$ cat config.mk
export PLATFORM = sky130hd
export DESIGN_NAME = fpio_front_panel
export DESIGN_NICKNAME = d
export VERILOG_FILES = /design/src/rtl/fpio_pkg.sv /design/src/rtl/fpio_front_panel.sv
export SDC_FILE = /design/constraint.sdc
export NUM_CORES = 1
export LEC_CHECK = 0
export ABC_AREA = 0
export BUFFER_PORTS_ARGS = -buffer_cell sky130_fd_sc_hd__buf_2
export CORE_ASPECT_RATIO = 0.75
export CORE_UTILIZATION = 35
export CTS_CLUSTER_SIZE = 30
export DETAILED_ROUTE_END_ITERATION = 16
export GPL_TIMING_DRIVEN = 0
export REMOVE_ABC_BUFFERS = 1
export SYNTH_ARGS = -nofsm -noshare
export SYNTH_HDL_FRONTEND = slang
export SYNTH_SLANG_ARGS = --single-unit
export TNS_END_PERCENT = 10
$ cat constraint.sdc
create_clock -name clock -period 3.4 [get_ports clock]
set_input_delay 0.85 -clock clock [delete_from_list [all_inputs] [get_ports clock]]
set_output_delay 0.85 -clock clock [all_outputs]
set_load 0.03 [all_outputs]
$ cat src/rtl/fpio_pkg.sv
// What this block does
// - Scan the four-by-four key matrix continuously while running.
// - Four drive lines are outputs; four return lines are sampled inputs.
// - Drive lines all low before a scan, then raised high in turn from first.
// - Pressed key is the high drive line paired with a high return line.
// - Serial display data may shift only while display write enable is high.
// - Display gets two clocks: one from the latch, one direct port.
// - Data, first clock, instruction and sync come from a latch updated per bus write.
// - Drive a display instruction line and a sync line marking instruction sampling.
// - Read configuration switch only when read strobe and latched select are low.
// - Five positions form bus address; all five closed selects talk-only.
// - One position sets power-on service request, forwarded to bus logic.
// - One position picks line frequency; integration time 1/60 s or 1/50 s.
// - Measurement complete is a negative pulse near 1 us from program strobe.
// - External trigger edge sets trigger-pending flag shown to controller.
// - Outside external trigger mode a set flag does nothing and stays set until a bus write of bit 0 to its register clears it.
// - In external mode a set flag starts measurement; mode change stops polling.
// - Measurement start emits trigger pulse that clears flag, re-arming it.
package fpio_pkg;
  localparam int unsigned CLK_HZ = 200_000_000;
  localparam int unsigned CLK_PERIOD_PS = 5000;
  localparam int unsigned MEAS_PULSE_NS = 1000;
  localparam int unsigned MEAS_PULSE_CYC = (MEAS_PULSE_NS * 1000) / CLK_PERIOD_PS;
  localparam int unsigned SCAN_STEP_NS = 1000;
  localparam int unsigned SCAN_STEP_CYC = (SCAN_STEP_NS * 1000) / CLK_PERIOD_PS;
  localparam int unsigned LINE_60_HZ = 60;
  localparam int unsigned LINE_50_HZ = 50;
  localparam int unsigned INTEG_W = 22;
  localparam logic [7:0] ADDR_CTRL = 8'h00;
  localparam logic [7:0] ADDR_KEY = 8'h04;
  localparam logic [7:0] ADDR_SWITCH = 8'h08;
  localparam logic [7:0] ADDR_DISP = 8'h0C;
  localparam logic [7:0] ADDR_DCLK2 = 8'h10;
  localparam logic [7:0] ADDR_BUS_TRIGGER_PULSE = 8'h14;
  localparam logic [7:0] ADDR_MEAS = 8'h18;
  localparam int unsigned CTRL_DWE_BIT = 0;
  localparam int unsigned CTRL_EXT_BIT = 1;
  localparam int unsigned CTRL_SEL_B_BIT = 2;
  localparam int unsigned CTRL_SCAN_BIT = 3;
  localparam logic [3:0] CTRL_RESET = 4'hC;
  localparam int unsigned SW_SRQ_BIT = 5;
  localparam int unsigned SW_FREQ_BIT = 6;
  localparam logic [1:0] RESP_OKAY = 2'b00;
  localparam logic [1:0] RESP_SLVERR = 2'b10;
  typedef enum logic [1:0] {SCAN_IDLE = 2'b01, SCAN_DRIVE = 2'b10} fpio_scan_e;
  typedef struct packed {
    logic valid;
    logic [1:0] drive;
    logic [1:0] ret;
  } fpio_key_s;
  typedef struct packed {
    logic sync;
    logic instr;
    logic clk1;
    logic data;
  } fpio_disp_s;
endpackage : fpio_pkg

$ cat src/rtl/fpio_front_panel.sv
// Added by the designer: the AXI4-Lite slave port and the placing of the registers.
`timescale 1ns/100ps
module fpio_front_panel
  import fpio_pkg::*;
#(
  parameter int unsigned INTEG_60_CYC = CLK_HZ / LINE_60_HZ,
  parameter int unsigned INTEG_50_CYC = CLK_HZ / LINE_50_HZ
)
(
  input wire logic clock,
  input wire logic rst_b,
  input wire logic [7:0] s_axi_awaddr,
  input wire logic s_axi_awvalid,
  output logic s_axi_awready,
  input wire logic [31:0] s_axi_wdata,
  input wire logic [3:0] s_axi_wstrb,
  input wire logic s_axi_wvalid,
  output logic s_axi_wready,
  output logic [1:0] s_axi_bresp,
  output logic s_axi_bvalid,
  input wire logic s_axi_bready,
  input wire logic [7:0] s_axi_araddr,
  input wire logic s_axi_arvalid,
  output logic s_axi_arready,
  output logic [31:0] s_axi_rdata,
  output logic [1:0] s_axi_rresp,
  output logic s_axi_rvalid,
  input wire logic s_axi_rready,
  output logic [3:0] key_drive_lines,
  input wire logic [3:0] key_return_lines,
  output logic display_write_enable,
  output logic disp_data,
  output logic disp_clk1,
  output logic disp_clk2,
  output logic display_instruction_line,
  output logic disp_sync,
  input wire logic [7:0] config_switch_data,
  output logic switch_buffer_read_enable_b,
  output logic switch_buffer_select_b,
  output logic [4:0] bus_address_switches,
  output logic talk_only,
  output logic powerup_request_switch,
  output logic line_freq_50,
  output logic [INTEG_W-1:0] integ_period_cycles,
  output logic meas_complete_b,
  input wire logic ext_trigger,
  output logic trigger_flag,
  output logic meas_start,
  output logic bus_trigger_pulse
);
  localparam int MC_LEN = MEAS_PULSE_CYC;
  localparam logic [7:0] STEP_LAST = 8'(SCAN_STEP_CYC - 1);
  localparam logic [7:0] MC_LAST = 8'(MEAS_PULSE_CYC - 1);

  // AXI4-Lite slave: address and data may arrive in either order
  logic aw_got_ff, w_got_ff, bvalid_ff, rd_pend_ff, rvalid_ff;
  logic [7:0] awaddr_ff, araddr_ff;
  logic [31:0] wdata_ff, rdata_ff;
  logic wstrb0_ff;
  logic [1:0] bresp_ff, rresp_ff;
  logic wr_go, wr_hit;
  logic [3:0] ctrl_ff;
  fpio_disp_s disp_ff;
  logic dclk2_ff;

  assign s_axi_awready = !aw_got_ff && !bvalid_ff;
  assign s_axi_wready = !w_got_ff && !bvalid_ff;
  assign wr_go = aw_got_ff && w_got_ff && !bvalid_ff;
  assign wr_hit = awaddr_ff == ADDR_CTRL || awaddr_ff == ADDR_DISP || awaddr_ff == ADDR_DCLK2
    || awaddr_ff == ADDR_BUS_TRIGGER_PULSE || awaddr_ff == ADDR_MEAS || awaddr_ff == ADDR_KEY
    || awaddr_ff == ADDR_SWITCH;

  always_ff @(posedge clock or negedge rst_b)
  begin
    if (!rst_b)
    begin
      aw_got_ff <= 1'b0;
      w_got_ff <= 1'b0;
      bvalid_ff <= 1'b0;
      bresp_ff <= RESP_OKAY;
      awaddr_ff <= 8'h00;
      wdata_ff <= 32'h0000_0000;
      wstrb0_ff <= 1'b0;
    end
    else
    begin
      if (s_axi_awvalid && s_axi_awready)
      begin
        aw_got_ff <= 1'b1;
        awaddr_ff <= s_axi_awaddr;
      end
      if (s_axi_wvalid && s_axi_wready)
      begin
        w_got_ff <= 1'b1;
        wdata_ff <= s_axi_wdata;
        wstrb0_ff <= s_axi_wstrb[0];
      end
      if (wr_go)
      begin
        aw_got_ff <= 1'b0;
        w_got_ff <= 1'b0;
        bvalid_ff <= 1'b1;
        bresp_ff <= wr_hit ? RESP_OKAY : RESP_SLVERR;
      end
      else if (bvalid_ff && s_axi_bready)
        bvalid_ff <= 1'b0;
    end
  end
  assign s_axi_bvalid = bvalid_ff;
  assign s_axi_bresp = bresp_ff;

  // All fields sit in byte lane 0, so only that strobe matters
  logic wr_ctrl, wr_disp, wr_dclk2, wr_bus_trigger_pulse, wr_meas;
  assign wr_ctrl = wr_go && wstrb0_ff && awaddr_ff == ADDR_CTRL;
  assign wr_disp = wr_go && wstrb0_ff && awaddr_ff == ADDR_DISP;
  assign wr_dclk2 = wr_go && wstrb0_ff && awaddr_ff == ADDR_DCLK2;
  assign wr_bus_trigger_pulse = wr_go && wstrb0_ff && awaddr_ff == ADDR_BUS_TRIGGER_PULSE && wdata_ff[0];
  assign wr_meas = wr_go && wstrb0_ff && awaddr_ff == ADDR_MEAS && wdata_ff[0];

  always_ff @(posedge clock or negedge rst_b)
  begin
    if (!rst_b)
    begin
      ctrl_ff <= CTRL_RESET;
      disp_ff <= '0;
      dclk2_ff <= 1'b0;
    end
    else
    begin
      if (wr_ctrl)
        ctrl_ff <= wdata_ff[3:0];
      if (wr_disp)
        disp_ff <= wdata_ff[3:0];
      if (wr_dclk2)
        dclk2_ff <= wdata_ff[0];
    end
  end

  // Display lines held quiet while display write enable is low
  assign display_write_enable = ctrl_ff[CTRL_DWE_BIT];
  assign disp_data = disp_ff.data & display_write_enable;
  assign disp_clk1 = disp_ff.clk1 & display_write_enable;
  assign disp_clk2 = dclk2_ff & display_write_enable;
  assign display_instruction_line = disp_ff.instr & display_write_enable;
  assign disp_sync = disp_ff.sync & display_write_enable;
  assign switch_buffer_select_b = ctrl_ff[CTRL_SEL_B_BIT];

  // Keypad scanner with two-stage return synchroniser
  logic [3:0] ret_s1_ff, ret_s2_ff;
  fpio_scan_e scan_ff;
  logic [7:0] step_ff;
  logic [1:0] row_ff;
  logic [3:0] drive_ff;
  fpio_key_s hit_ff, prev_ff, key_ff, nxt_hit;
  logic step_end, scan_end;
  logic [1:0] ret_idx;

  always_ff @(posedge clock or negedge rst_b)
  begin
    if (!rst_b)
    begin
      ret_s1_ff <= 4'h0;
      ret_s2_ff <= 4'h0;
    end
    else
    begin
      ret_s1_ff <= key_return_lines;
      ret_s2_ff <= ret_s1_ff;
    end
  end

  // Lowest return line wins when several are high
  always_comb
  begin
    ret_idx = 2'd0;
    for (int i = 3; i >= 0; i--)
      if (ret_s2_ff[i])
        ret_idx = 2'(i);
  end

  // Each step lasts long enough for the two sync stages to settle
  assign step_end = step_ff == STEP_LAST;
  assign scan_end = scan_ff == SCAN_DRIVE && step_end && row_ff == 2'd3;

  always_ff @(posedge clock or negedge rst_b)
  begin
    if (!rst_b)
    begin
      scan_ff <= SCAN_IDLE;
      step_ff <= 8'h00;
      row_ff <= 2'd0;
      drive_ff <= 4'h0;
    end
    else
    begin
      step_ff <= step_end ? 8'h00 : step_ff + 8'h01;
      unique case (scan_ff)
        SCAN_IDLE:
          if (step_end && ctrl_ff[CTRL_SCAN_BIT])
          begin
            scan_ff <= SCAN_DRIVE;
            row_ff <= 2'd0;
            drive_ff <= 4'h1;
          end
        SCAN_DRIVE:
          if (step_end)
          begin
            if (row_ff == 2'd3)
            begin
              scan_ff <= SCAN_IDLE;
              drive_ff <= 4'h0;
            end
            else
            begin
              row_ff <= row_ff + 2'd1;
              drive_ff <= {drive_ff[2:0], 1'b0};
            end
          end
      endcase
    end
  end
  assign key_drive_lines = drive_ff;

  // The last row's hit lands on the scan-end edge, so compare the next value, not the register
  always_comb
  begin
    nxt_hit = hit_ff;
    if (!hit_ff.valid && ret_s2_ff != 4'h0)
      nxt_hit = '{valid: 1'b1, drive: row_ff, ret: ret_idx};
  end

  always_ff @(posedge clock or negedge rst_b)
  begin
    if (!rst_b)
    begin
      hit_ff <= '0;
      prev_ff <= '0;
      key_ff <= '0;
    end
    else if (scan_ff == SCAN_IDLE && step_end)
      hit_ff <= '0;
    else if (scan_ff == SCAN_DRIVE && step_end)
    begin
      hit_ff <= nxt_hit;
      if (scan_end)
      begin
        prev_ff <= nxt_hit;
        if (nxt_hit == prev_ff)
          key_ff <= nxt_hit;
      end
    end
  end

  // Switch buffer: reads take two cycles so the enable is seen before sampling
  logic rd_sw;
  assign s_axi_arready = !rd_pend_ff && !rvalid_ff;
  assign rd_sw = rd_pend_ff && araddr_ff == ADDR_SWITCH;
  assign switch_buffer_read_enable_b = !rd_sw;

  logic sw_en;
  logic [7:0] sw_ff;
  assign sw_en = !switch_buffer_read_enable_b && !switch_buffer_select_b;

  always_ff @(posedge clock or negedge rst_b)
  begin
    if (!rst_b)
      sw_ff <= 8'hFF;
    else if (sw_en)
      sw_ff <= config_switch_data;
  end

  // Closed position reads low, so a closed address switch is a one bit
  assign talk_only = sw_ff[4:0] == 5'h00;
  assign bus_address_switches = talk_only ? 5'h00 : ~sw_ff[4:0];
  assign powerup_request_switch = !sw_ff[SW_SRQ_BIT];
  assign line_freq_50 = !sw_ff[SW_FREQ_BIT];
  assign integ_period_cycles = line_freq_50 ? INTEG_W'(INTEG_50_CYC)
    : INTEG_W'(INTEG_60_CYC);

  // Trigger: sync, edge detect, pending flag, start pulse
  logic [2:0] trg_sync_ff;
  logic trg_edge, bus_trigger_pulse_flag_ff, start_ff;
  logic ext_mode;
  assign ext_mode = ctrl_ff[CTRL_EXT_BIT];
  assign trg_edge = trg_sync_ff[1] && !trg_sync_ff[2];

  always_ff @(posedge clock or negedge rst_b)
  begin
    if (!rst_b)
      trg_sync_ff <= 3'b000;
    else
      trg_sync_ff <= {trg_sync_ff[1:0], ext_trigger};
  end

  always_ff @(posedge clock or negedge rst_b)
  begin
    if (!rst_b)
    begin
      bus_trigger_pulse_flag_ff <= 1'b0;
      start_ff <= 1'b0;
    end
    else
    begin
      // A new edge beats the re-arm clear
      if (trg_edge)
        bus_trigger_pulse_flag_ff <= 1'b1;
      else if (start_ff || wr_bus_trigger_pulse)
        bus_trigger_pulse_flag_ff <= 1'b0;
      start_ff <= ext_mode && bus_trigger_pulse_flag_ff && !start_ff;
    end
  end
  assign trigger_flag = bus_trigger_pulse_flag_ff;
  assign meas_start = start_ff;
  assign bus_trigger_pulse = start_ff;

  // Measurement complete pulse from the program strobe
  logic mc_act_ff;
  logic [7:0] mc_cnt_ff;
  always_ff @(posedge clock or negedge rst_b)
  begin
    if (!rst_b)
    begin
      mc_act_ff <= 1'b0;
      mc_cnt_ff <= 8'h00;
    end
    else if (wr_meas && !mc_act_ff)
    begin
      mc_act_ff <= 1'b1;
      mc_cnt_ff <= 8'h00;
    end
    else if (mc_act_ff)
    begin
      mc_cnt_ff <= mc_cnt_ff + 8'h01;
      if (mc_cnt_ff == MC_LAST)
        mc_act_ff <= 1'b0;
    end
  end
  assign meas_complete_b = !mc_act_ff;

  // Read data path
  always_ff @(posedge clock or negedge rst_b)
  begin
    if (!rst_b)
    begin
      rd_pend_ff <= 1'b0;
      araddr_ff <= 8'h00;
      rvalid_ff <= 1'b0;
      rdata_ff <= 32'h0000_0000;
      rresp_ff <= RESP_OKAY;
    end
    else if (s_axi_arvalid && s_axi_arready)
    begin
      rd_pend_ff <= 1'b1;
      araddr_ff <= s_axi_araddr;
    end
    else if (rd_pend_ff)
    begin
      rd_pend_ff <= 1'b0;
      rvalid_ff <= 1'b1;
      rresp_ff <= RESP_OKAY;
      unique case (araddr_ff)
        ADDR_CTRL: rdata_ff <= {28'h000_0000, ctrl_ff};
        ADDR_KEY: rdata_ff <= {27'h000_0000, key_ff};
        ADDR_SWITCH: rdata_ff <= {24'h00_0000, sw_en ? config_switch_data : 8'hFF};
        ADDR_DISP: rdata_ff <= {28'h000_0000, disp_ff};
        ADDR_DCLK2: rdata_ff <= {31'h0000_0000, dclk2_ff};
        ADDR_BUS_TRIGGER_PULSE: rdata_ff <= {31'h0000_0000, bus_trigger_pulse_flag_ff};
        ADDR_MEAS: rdata_ff <= {31'h0000_0000, mc_act_ff};
        default:
        begin
          rdata_ff <= 32'h0000_0000;
          rresp_ff <= RESP_SLVERR;
        end
      endcase
    end
    else if (rvalid_ff && s_axi_rready)
      rvalid_ff <= 1'b0;
  end
  assign s_axi_rvalid = rvalid_ff;
  assign s_axi_rdata = rdata_ff;
  assign s_axi_rresp = rresp_ff;

  a_drive_one_hot: assert property (@(posedge clock) disable iff (!rst_b)
    $onehot0(key_drive_lines)) else $error("more than one key drive line high");
  a_idle_all_low: assert property (@(posedge clock) disable iff (!rst_b)
    $rose(scan_ff == SCAN_DRIVE) |-> $past(key_drive_lines) == 4'h0 && key_drive_lines == 4'h1)
    else $error("scan did not start from all low on first drive line");
  a_key_on_scan: assert property (@(posedge clock) disable iff (!rst_b)
    $changed(key_ff) |-> $past(scan_end) && $past(nxt_hit) == $past(prev_ff))
    else $error("key report changed without two agreeing scans");
  a_disp_gated: assert property (@(posedge clock) disable iff (!rst_b)
    !display_write_enable |-> !disp_data && !disp_clk1 && !disp_clk2 && !disp_sync
    && !display_instruction_line)
    else $error("display lines active with write enable low");
  a_sw_window: assert property (@(posedge clock) disable iff (!rst_b)
    sw_en |-> rd_pend_ff && araddr_ff == ADDR_SWITCH && !switch_buffer_select_b)
    else $error("switch buffer enabled outside a switch read");
  a_talk_only_sel: assert property (@(posedge clock) disable iff (!rst_b)
    talk_only |-> bus_address_switches == 5'h00 && sw_ff[4:0] == 5'h00)
    else $error("talk-only decode wrong");
  a_mc_width: assert property (@(posedge clock) disable iff (!rst_b)
    $fell(meas_complete_b) |-> ##(MC_LEN) $rose(meas_complete_b))
    else $error("measurement complete pulse width wrong");
  a_bus_trigger_pulse_set: assert property (@(posedge clock) disable iff (!rst_b)
    trg_edge |=> trigger_flag) else $error("trigger edge did not set flag");
  a_bus_trigger_pulse_hold: assert property (@(posedge clock) disable iff (!rst_b)
    trigger_flag && !ext_mode && !wr_bus_trigger_pulse && !start_ff |=> trigger_flag)
    else $error("trigger flag cleared outside external mode");
  a_bus_trigger_pulse_rearm: assert property (@(posedge clock) disable iff (!rst_b)
    ext_mode && trigger_flag && !start_ff |=> bus_trigger_pulse ##1 (trigger_flag == $past(trg_edge)))
    else $error("trigger start or re-arm wrong");

  c_key_seen: cover property (@(posedge clock) disable iff (!rst_b) $rose(key_ff.valid));
  c_bus_trigger_pulse_run: cover property (@(posedge clock) disable iff (!rst_b) bus_trigger_pulse);
  c_mc_pulse: cover property (@(posedge clock) disable iff (!rst_b) $rose(meas_complete_b));
  c_sw_read: cover property (@(posedge clock) disable iff (!rst_b) sw_en);
endmodule : fpio_front_panel

==> key figures, run 1 <==
Synth
  • Synthesis warning total: 0
  • Share of flip-flops with an asynchronous set or reset: 1.000
  • Number of synthesized flops with an enable pin: 0
  • Seq/Total Area, Yosys: 0.5210
  • Top_reg_cell synth: dfrtp_1
  • Synth area leaders: dfrtp_1, mux2_2, buf_4, dfstp_2, o21ai_0
  • Synth Instances: 463
  • Largest area contributor in the netlist: dfrtp_1
  • Synth cell types: 53
  • Synth Cell Area: 5067 um2
  • FF+latch count, synth: 105
  • Area share of the largest cell type after synthesis: 0.4691
  • Post-Syn Area per Cell: 10.94 um2

Place
  • # port buffers: 93
  • Dpl ws: 0.7817 ns
  • Placed wire-length estimate: 7492 um
  • Placer Congestion: 0.8284

Floorplan
  • Starting Density: 0.3637
  • Floorplan row count: 37
  • Die W: 140.9 um
  • I/O Pins: 159
  • Core area: 13930 um2
  • Die ar.: 14970 um2
  • Die H: 106.2 um

Timing
  • Final Skew: 0.005988 ns
  • Fin crit share: 0.8603
  • Worst-margin pin slew: 0.8794 ns
  • Maximum clock rate: 0.3419 GHz
  • Slew Limit Headroom: 0.4055
  • Hold Vio Cnt, Final: 0
  • Final setup fails: 0
  • Final Max Tran Viols: 0
  • Post-route setup slack: 0.4751 ns
  • Setup TNS Final: 0 ns
  • Post-layout min period: 2.925 ns
  • RSZ-0062 raised after global routing: no
  • Hold Slack: 0.3509 ns

Global route
  • Antenna violations before repair: 0
  • Largest net degree at the start of global routing: 56
  • Vias in the first global route: 3466
  • First-pass GRT wire length: 17190 um
  • Total track usage: 0.1463
  • Overflow left after global routing: 0

Clocking
  • CTS root buf: clkbuf_16
  • Max Buffers Root-to-Sink: 2
  • Post-CTS sizing: 0
  • H-tree depth: 3
  • Cts hold-fix bufs: 0
  • Clock latency on the worst-skew pair: 0.34 ns
  • Number of buffers created by CTS: 9
  • Register clock-pin slew on the reported worst setup and hold paths: 0.07 ns
  • CTS tree: done
  • Num Clock Sinks: 105
  • Setup bufs post-CTS: 0

Drt
  • DR WL/cell: 13.86 um
  • Routed vias/inst: 4.753
  • Detailed Routing Iterations Pass 1: 4
  • Drt first-iter violations: 156
  • Drt total wl: 10260 um
  • DRT antenna net count: 0
  • Via count: 3517
  • # DRC: 0

Flow run
  • Max_cap viols: 0

Status
  • Status: finished, final reports clean

Setup path
  • Worst reg2reg path startpoint: ret_s2_ff[3]
  • Reg2Reg Setup Slack: 0.98 ns
  • Worst setup SP type: flip-flop
  • Req. time, crit path: 2.55 ns
  • CP endpoint kind: primary output
  • Critical Path Start: araddr_ff[5]
  • Critical path arrival: 2.07 ns
  • Critical Path Fanout Max: 6
  • CP Class: reg2out

Layout
  • Ant. Diodes: 0
  • Fin nets: 615
  • Area grow syn2layout: 14.96%
  • Share of cells above drive strength 1: 0.3119

Pwr
  • LEAKAGE: 2.697 nW
  • Worst vdd ir: 0.3368 mV
  • PwrDens: 607.1 nW/um2
  • Design Power: 3.537 mW

Worst hold path
  • HP Start: ret_s1_ff[1]
  • Hold Crit Class: reg2reg
## worst max-delay path: stages (launching register included)
cell	delay, ns
dfrtp_1	0.38
nor3_1	0.20
nand2_1	0.11
nor4b_1	0.74
nand2_1	0.10
buf_2	0.20
## state kept, by name (all words and copies together) (netlist names), 5 cells and up
signal	cells
araddr_ff	8
awaddr_ff	8
hit_ff	5
key_ff	5
mc_cnt_ff	8
prev_ff	5
s_axi_rdata	8
step_ff	8
sw_ff	7
## synthesized netlist by cell type (10+ instances only)
cell      number
o21ai_0       37
nand3_1       11
dfrtp_1       95
nand2_1       28
nor2b_1       11
nor2_1        23
a21oi_1       14
clkbuf_1      11
inv_1         28
dfstp_2       10
mux2_2        38
buf_4         49
## stage by stage
step                      std cells  utilization  cell area, um2
final                           740       0.4181            5826
after global routing            740       0.4181            5826
after CTS                       740       0.4181            5826
after detailed placement        724       0.3967            5528
after global placement          722       0.3936            5484
after floorplan                 434            -            4775
## cells by family (layout without fill, tap and decap cells)
| logic type | count (synthesis) | in the layout | share of synthesized area |
|---|---|---|---|
| and+or+nand+nor | 118 | 118 | 0.1264 |
| DFF | 105 | 105 | 0.5210 |
| AOI/OAI and AO/OA | 91 | 91 | 0.1165 |
| buffers and inverters | 89 | 139 | 0.1022 |
| muxes | 49 | 49 | 0.1146 |
| xor gates and xnor gates | 6 | 6 | 0.01037 |
| adders and majority gates | 3 | 3 | 0.007408 |
| other | 2 | 34 | 0.001482 |
## cells in the final DEF, fill, tap and decap left out, types with 4 or more instances in the layout
cell type,Yosys,routed
nor2_1,23,23
inv_1,28,28
nand4_1,4,4
dfrtp_1,95,95
clkbuf_16,0,9
o21ai_0,37,37
buf_2,0,92
nand3b_1,4,4
mux2_2,38,38
a31oi_1,5,5
a22o_1,9,9
a21oi_1,14,14
dfstp_2,10,10
conb_1,2,34
nand2_1,28,28
nand2b_1,7,7
mux2i_1,7,7
and2_1,7,7
o211ai_1,4,4
nand3_1,11,11
nor2b_1,11,11
## report_power, final
group	internal, mW	leakage, nW	switching (mW)
Clock	0.593	0.143	0.453
Combinational	0.328	1.24	0.479
Sequential	1.46	1.31	0.219
## worst paths after layout
path / depth (start not counted) / to
setup / recovery: 5 / switch_buffer_read_enable_b
hold / removal: 0 / ret_s2_ff[1]
setup reg to reg: 6 / key_ff[1]
hold reg to reg: 0 / ret_s2_ff[1]
max in group asynchronous: 2 / sw_ff[4]
min in group asynchronous: 1 / step_ff[4]
## per-layer routing
layer | vias up | share of wire | GRT usage
li1 | 1690 | - | -
met1 | 1699 | 0.49 | 0.2007
met2 | 112 | 0.45 | 0.2289
met3 | 16 | 0.042 | 0.02658
met4 | 0 | 0.017 | 0.05978
met5 | - | 0 | 0
## cell type report
class                           count  area (um2)
Clock inverter                      4       51.30
Inverter                           28       105.1
Clock buffer                       12       246.5
Timing Repair Buffer               95       503.0
Fill cell                        1326        8109
Tap cell                          195       244.0
Multi-Input combinational cell    301        2036
Sequential cell                   105        2640
Note: power is estimated with default switching activity, not from simulation.
==> run 2: changes to the inputs <==
CORE_ASPECT_RATIO = 1.75   (was 0.75)
==> run 2 against run 1 <==
Utilization about the same. Critical path type unchanged. Sequential share of layout area down 0.17 points. Combinational power down 1%. Critical path depth unchanged. Power up 3.3%.
==> key figures, run 2 (synthesis gave the netlist of run 1 again) <==
Timing
  • Final Skew: 0.006292 ns (+0.0003042 ns)
  • Worst-margin pin slew: 0.9831 ns (+0.1038 ns)
  • Post-route setup slack: 0.3571 ns (-0.1180 ns)
  • RSZ-0062 raised after global routing: no
  • Final setup fails: 0 (unchanged)
  • Fin crit share: 0.8950 (+0.03471)
  • Hold Vio Cnt, Final: 0 (unchanged)
  • Post-layout min period: 3.043 ns (+0.1180 ns)
  • Final Max Tran Viols: 0 (unchanged)
  • Slew Limit Headroom: 0.3353 (-0.07016)
  • Hold Slack: 0.3491 ns (-0.001844 ns)
  • Setup TNS Final: 0 ns (unchanged)
  • Maximum clock rate: 0.3286 GHz (-3.9%)

Setup path
  • Critical Path Fanout Max: 6 (unchanged)
  • Worst reg2reg path startpoint: araddr_ff[5]
  • Largest stage delay on the critical path: 0.83 ns (+0.09 ns)
  • Top delay family on crit path: simple AND/OR/NAND/NOR gates
  • Req. time, crit path: 2.55 ns (about the same)
  • FF-to-FF path depth: 5 (-1)
  • Reg2Reg Setup Slack: 0.98 ns (about the same)
  • CP endpoint kind: primary output
  • Worst setup SP type: flip-flop
  • Worst path cell trace: nor3_1 > nand2_1 > nor4b_1 > nand2_1 > buf_2
  • CP dominant cell by count: nand2_1
  • Max stage delay cell, worst path: nor4b_1
  • Crit path depth: 5 (unchanged)
  • Reg2reg end: sw_ff[4]
  • WP buf/inv: 1 (unchanged)
  • CP Class: reg2out
  • Critical path arrival: 2.19 ns (+0.12 ns)

Pwr
  • Worst vdd ir: 0.2403 mV (-29%)
  • PwrDens: 624.5 nW/um2 (+2.9%)
  • LEAKAGE: 2.713 nW (+0.60%)
  • Design Power: 3.652 mW (+3.3%)

Clocking
  • Num Clock Sinks: 105 (unchanged)
  • Register clock-pin slew on the reported worst setup and hold paths: 0.07 ns (about the same)
  • H-tree depth: 3 (unchanged)
  • Clock latency on the worst-skew pair: 0.34 ns (about the same)
  • CTS root buf: clkbuf_16
  • Cts hold-fix bufs: 0 (unchanged)
  • Setup bufs post-CTS: 0 (unchanged)
  • Post-CTS sizing: 0 (unchanged)
  • Max Buffers Root-to-Sink: 2 (unchanged)
  • Number of buffers created by CTS: 9 (unchanged)
  • CTS tree: done

Global route
  • Antenna violations before repair: 0 (unchanged)
  • Overflow left after global routing: 0 (unchanged)
  • Total track usage: 0.1369 (-0.009393)
  • Vias in the first global route: 3328 (-4.0%)
  • First-pass GRT wire length: 16100 um (-6.3%)
  • Largest net degree at the start of global routing: 62 (+11%)

Layout
  • Most frequent cells in the layout: dfrtp_1, buf_2, mux2_2
  • # fillers: 1322 (-0.30%)
  • Core Util, Final: 0.4184 (about the same)
  • Fin nets: 615 (unchanged)
  • Area grow syn2layout: 15.41%
  • Footprint of the multi-input gates: 2036 um2 (unchanged)
  • Share of cells above drive strength 1: 0.3138 (+0.001835)
  • Ant. Diodes: 0 (unchanged)
  • Register Area: 2640 um2 (unchanged)
  • Most common cell after layout, fill and taps aside: dfrtp_1

Drt
  • Drt first-iter violations: 122 (-22%)
  • DRT antenna net count: 0 (unchanged)
  • Drt total wl: 9888 um (-3.6%)
  • Routed vias/inst: 4.864 (+2.3%)
  • Detailed Routing Iterations Pass 1: 4 (unchanged)
  • DR WL/cell: 13.70 um (-1.2%)
  • Via count: 3512 (-0.14%)
  • # DRC: 0 (unchanged)

Status
  • Status: finished, final reports clean

Floorplan
  • Die H: 161.2 um (+52%)
  • Starting Density: 0.3625 (-0.001139)
  • Floorplan row count: 57 (+54%)
  • Die W: 92.96 um (-34%)
  • Die ar.: 14980 um2 (about the same)
  • Core area: 13980 um2 (+0.31%)
  • I/O Pins: 159 (unchanged)

Place
  • Placer Congestion: 0.7899 (-4.6%)
  • Dpl ws: 0.6187 ns (-0.1631 ns)
  • # port buffers: 93 (unchanged)
  • Placed wire-length estimate: 7408 um (-1.1%)

Worst hold path
  • Hold Crit Class: reg2reg
  • Min-Delay Endpoint: ret_s2_ff[1]
  • HP Start: ret_s1_ff[1]
  • Hold Path Cell Cnt: 0 (unchanged)

Flow run
  • Max_cap viols: 0 (unchanged)
run 2: power breakdown:
| part | total [mW] | switching (mW) | internal [mW] |
|---|---|---|---|
| Combinational | 0.799 | 0.471 | 0.328 |
| Sequential | 1.68 | 0.216 | 1.46 |
| Clock | 1.17 | 0.451 | 0.722 |
run 2: worst max path at each step:
stage | start | end | slack [ns]
floorplan | sw_ff[6] | integ_period_cycles[16] | -0.006
global placement | step_ff[0] | key_ff[1] | 0.11
detailed placement | araddr_ff[5] | switch_buffer_read_enable_b | 0.62
CTS | araddr_ff[5] | switch_buffer_read_enable_b | 0.24
global route | araddr_ff[5] | switch_buffer_read_enable_b | 0.09
finish | araddr_ff[5] | switch_buffer_read_enable_b | 0.36
run 2: layer usage:
metal / track usage / part of all wire
met5: 0 / 0
met4: 0.05245 / 0.015
met3: 0.02919 / 0.049
met2: 0.2483 / 0.54
met1: 0.1540 / 0.40
run 2: cell type report:
cell class,instances,area share
Clock inverter,6,0.01947
Inverter,28,0.01797
Tap cell,177,0.03787
Multi-Input combinational cell,301,0.3481
Timing Repair Buffer,95,0.08601
Clock buffer,10,0.03915
Sequential cell,105,0.4514
run 2: metrics by stage:
step / area (um2) / cells
5_1_grt: 5848 / 722
6_report: 5848 / 722
2_1_floorplan: 4775 / 434
4_1_cts: 5848 / 722
3_3_place_gp: 5461 / 704
3_5_place_dp: 5505 / 706
==> run 3: changes to the inputs <==
CAP_MARGIN = 25   (was default)
CORE_MARGIN = 2   (was default)
==> run 3 against run 2 <==
Power decreased by 3.6%. Utilization decreased by 1.2 points. Highest routed layer unchanged. Sequential cell count stayed put. Non-clock buffer count is the same. Critical path type unchanged. Clock skew grew 0.0023 ns. First-iteration DRC count up 16%.
==> key figures, run 3 (synthesis gave the netlist of run 1 again) <==
Layout
  • Finished Layout Cells: 725 (+0.42%)
  • Most frequent cells in the layout: dfrtp_1, buf_2, mux2_2
  • Most common cell after layout, fill and taps aside: dfrtp_1
  • Ant. Diodes: 0 (unchanged)
  • Share of cells above drive strength 1: 0.3119 (-0.001835)
  • Fin nets: 615 (unchanged)
  • # fillers: 1398 (+5.7%)
  • Register Area: 2640 um2 (unchanged)
  • Design Area, Final: 5807 um2 (-0.71%)
  • Core Util, Final: 0.4062 (-0.01219)
  • Footprint of the multi-input gates: 2036 um2 (unchanged)
  • Area grow syn2layout: 14.59%

Global route
  • Largest net degree at the start of global routing: 69 (+11%)
  • Overflow left after global routing: 0 (unchanged)
  • Total track usage: 0.1357 (-0.001292)
  • Antenna violations before repair: 0 (unchanged)
  • First-pass GRT wire length: 16520 um (+2.6%)
  • Vias in the first global route: 3565 (+7.1%)

Setup path
  • WP buf/inv: 1 (unchanged)
  • Critical path arrival: 2.17 ns (-0.02 ns)
  • Reg2Reg Setup Slack: 0.95 ns (-0.03 ns)
  • CP Class: reg2out
  • CP endpoint kind: primary output
  • CP endpoint: switch_buffer_read_enable_b
  • Largest stage delay on the critical path: 0.81 ns (-0.02 ns)
  • Worst reg2reg path startpoint: ret_s2_ff[3]
  • Worst path cell trace: nor3_1 > nand2_1 > nor4b_1 > nand2_1 > buf_2
  • Max stage delay cell, worst path: nor4b_1
  • Reg2reg end: key_ff[1]
  • Req. time, crit path: 2.55 ns (about the same)
  • FF-to-FF path depth: 6 (+1)
  • Crit path depth: 5 (unchanged)
  • Critical Path Fanout Max: 6 (unchanged)
  • Top delay family on crit path: simple AND/OR/NAND/NOR gates
  • Critical Path Start: araddr_ff[5]
  • Worst setup SP type: flip-flop
  • CP dominant cell by count: nand2_1

Place
  • # port buffers: 93 (unchanged)
  • Area after DPL: 5509 um2 (about the same)
  • Placed wire-length estimate: 7627 um (+3.0%)
  • Cells after DPL: 709 (+0.42%)
  • Placer Congestion: 0.7987 (+1.1%)

Worst hold path
  • Hold Crit Class: reg2reg

Clocking
  • Post-CTS sizing: 0 (unchanged)
  • Max Buffers Root-to-Sink: 2 (unchanged)
  • Cts hold-fix bufs: 0 (unchanged)
  • Register clock-pin slew on the reported worst setup and hold paths: 0.07 ns (about the same)
  • H-tree depth: 3 (unchanged)
  • Num Clock Sinks: 105 (unchanged)
  • CTS root buf: clkbuf_16
  • Number of buffers created by CTS: 9 (unchanged)
  • Setup bufs post-CTS: 0 (unchanged)
  • Clock latency on the worst-skew pair: 0.34 ns (about the same)
  • CTS tree: done

Status
  • Status: finished, final reports clean

Drt
  • DRT antenna net count: 0 (unchanged)
  • Drt first-iter violations: 142 (+16%)
  • DR WL/cell: 13.91 um (+1.6%)
  • Detailed Routing Iterations Pass 1: 4 (unchanged)
  • Via count: 3534 (+0.63%)
  • Routed vias/inst: 4.874 (+0.21%)
  • # DRC: 0 (unchanged)
  • Drt total wl: 10090 um (+2.0%)

Timing
  • Slew Limit Headroom: 0.3567 (+0.02137)
  • Post-layout min period: 3.016 ns (-0.02667 ns)
  • RSZ-0062 raised after global routing: no
  • Final Skew: 0.008612 ns (+0.002320 ns)
  • Worst-margin pin slew: 0.9515 ns (-0.03161 ns)
  • Fin crit share: 0.8871 (-0.007844)
  • Hold Vio Cnt, Final: 0 (unchanged)
  • Maximum clock rate: 0.3315 GHz (+0.88%)
  • Final setup fails: 0 (unchanged)
  • Final Max Tran Viols: 0 (unchanged)

Floorplan
  • Die ar.: 15490 um2 (+3.4%)
  • Floorplan row count: 58 (+1.8%)
  • Die W: 94.96 um (+2.2%)
  • I/O Pins: 159 (unchanged)
  • Starting Density: 0.3545 (-0.008059)
  • Die H: 163.2 um (+1.2%)
  • Core area: 14300 um2 (+2.3%)

Pwr
  • PwrDens: 606.1 nW/um2 (-2.9%)
  • Design Power: 3.520 mW (-3.6%)
  • LEAKAGE: 2.697 nW (-0.59%)
  • Worst vdd ir: 0.2422 mV (+0.79%)

Flow run
  • Max_cap viols: 0 (unchanged)
## run 3: cell types whose count changed in the layout (fill, tap and decap cells not counted), sizes merged
cell	change
bufinv	-2
clkbuf	+2
clkinv	+1
clkinvlp	-1
## run 3: cell type report
| cell class | instances | share of cell area |
|---|---|---|
| clock buffer | 12 | 0.04245 |
| timing repair buffer | 95 | 0.08662 |
| multi-input combinational | 301 | 0.3506 |
| sequential | 105 | 0.4546 |
| clock inverter | 4 | 0.008834 |
| inverter | 28 | 0.01810 |
| tap | 180 | 0.03878 |
## run 3: layer usage
layer | share of wire | vias to the layer above | track usage
met5 | 0 | - | 0
met2 | 0.53 | 102 | 0.2379
met3 | 0.047 | 19 | 0.02952
met1 | 0.39 | 1736 | 0.1488
li1 | - | 1677 | -
met4 | 0.034 | 0 | 0.07510
## run 3: metrics by stage
| stage | worst slack [ns] | setup TNS (ns) | hold WS (ns) |
|---|---|---|---|
| global placement | 0.1242 | 0 | 0.3375 |
| detailed placement | 0.6664 | 0 | 0.3371 |
| floorplan | -0.005802 | -0.02901 | 0.3312 |
| finish | 0.3838 | 0 | 0.3510 |
| CTS | 0.2934 | 0 | 0.3527 |
| global route | 0.09718 | 0 | 0.3634 |
## run 3: worst min-delay path by stage
| stage | to | slack [ns] | depth (start not counted) | from |
|---|---|---|---|---|
| global placement | ret_s2_ff[0] | 0.34 | 0 | ret_s1_ff[0] |
| global route | ret_s2_ff[1] | 0.36 | 0 | ret_s1_ff[1] |
| finish | ret_s2_ff[2] | 0.35 | 0 | ret_s1_ff[2] |
| CTS | ret_s2_ff[2] | 0.35 | 0 | ret_s1_ff[2] |
| floorplan | ret_s2_ff[0] | 0.33 | 0 | ret_s1_ff[0] |
| detailed placement | ret_s2_ff[2] | 0.34 | 0 | ret_s1_ff[2] |
## run 3: worst reg2reg max path, stage by stage (launching register included)
cell,delay [ns]
dfrtp_1,0.41
or4_4,0.58
nor4_2,0.27
a211oi_1,0.11
nor4_4,0.39
o2111ai_4,0.24
mux2_4,0.34
## run 3: power by group
part | internal (mW) | total [mW] | switching (mW)
clock | 0.593 | 1.04 | 0.446
combinational | 0.328 | 0.800 | 0.473
sequential | 1.46 | 1.68 | 0.215
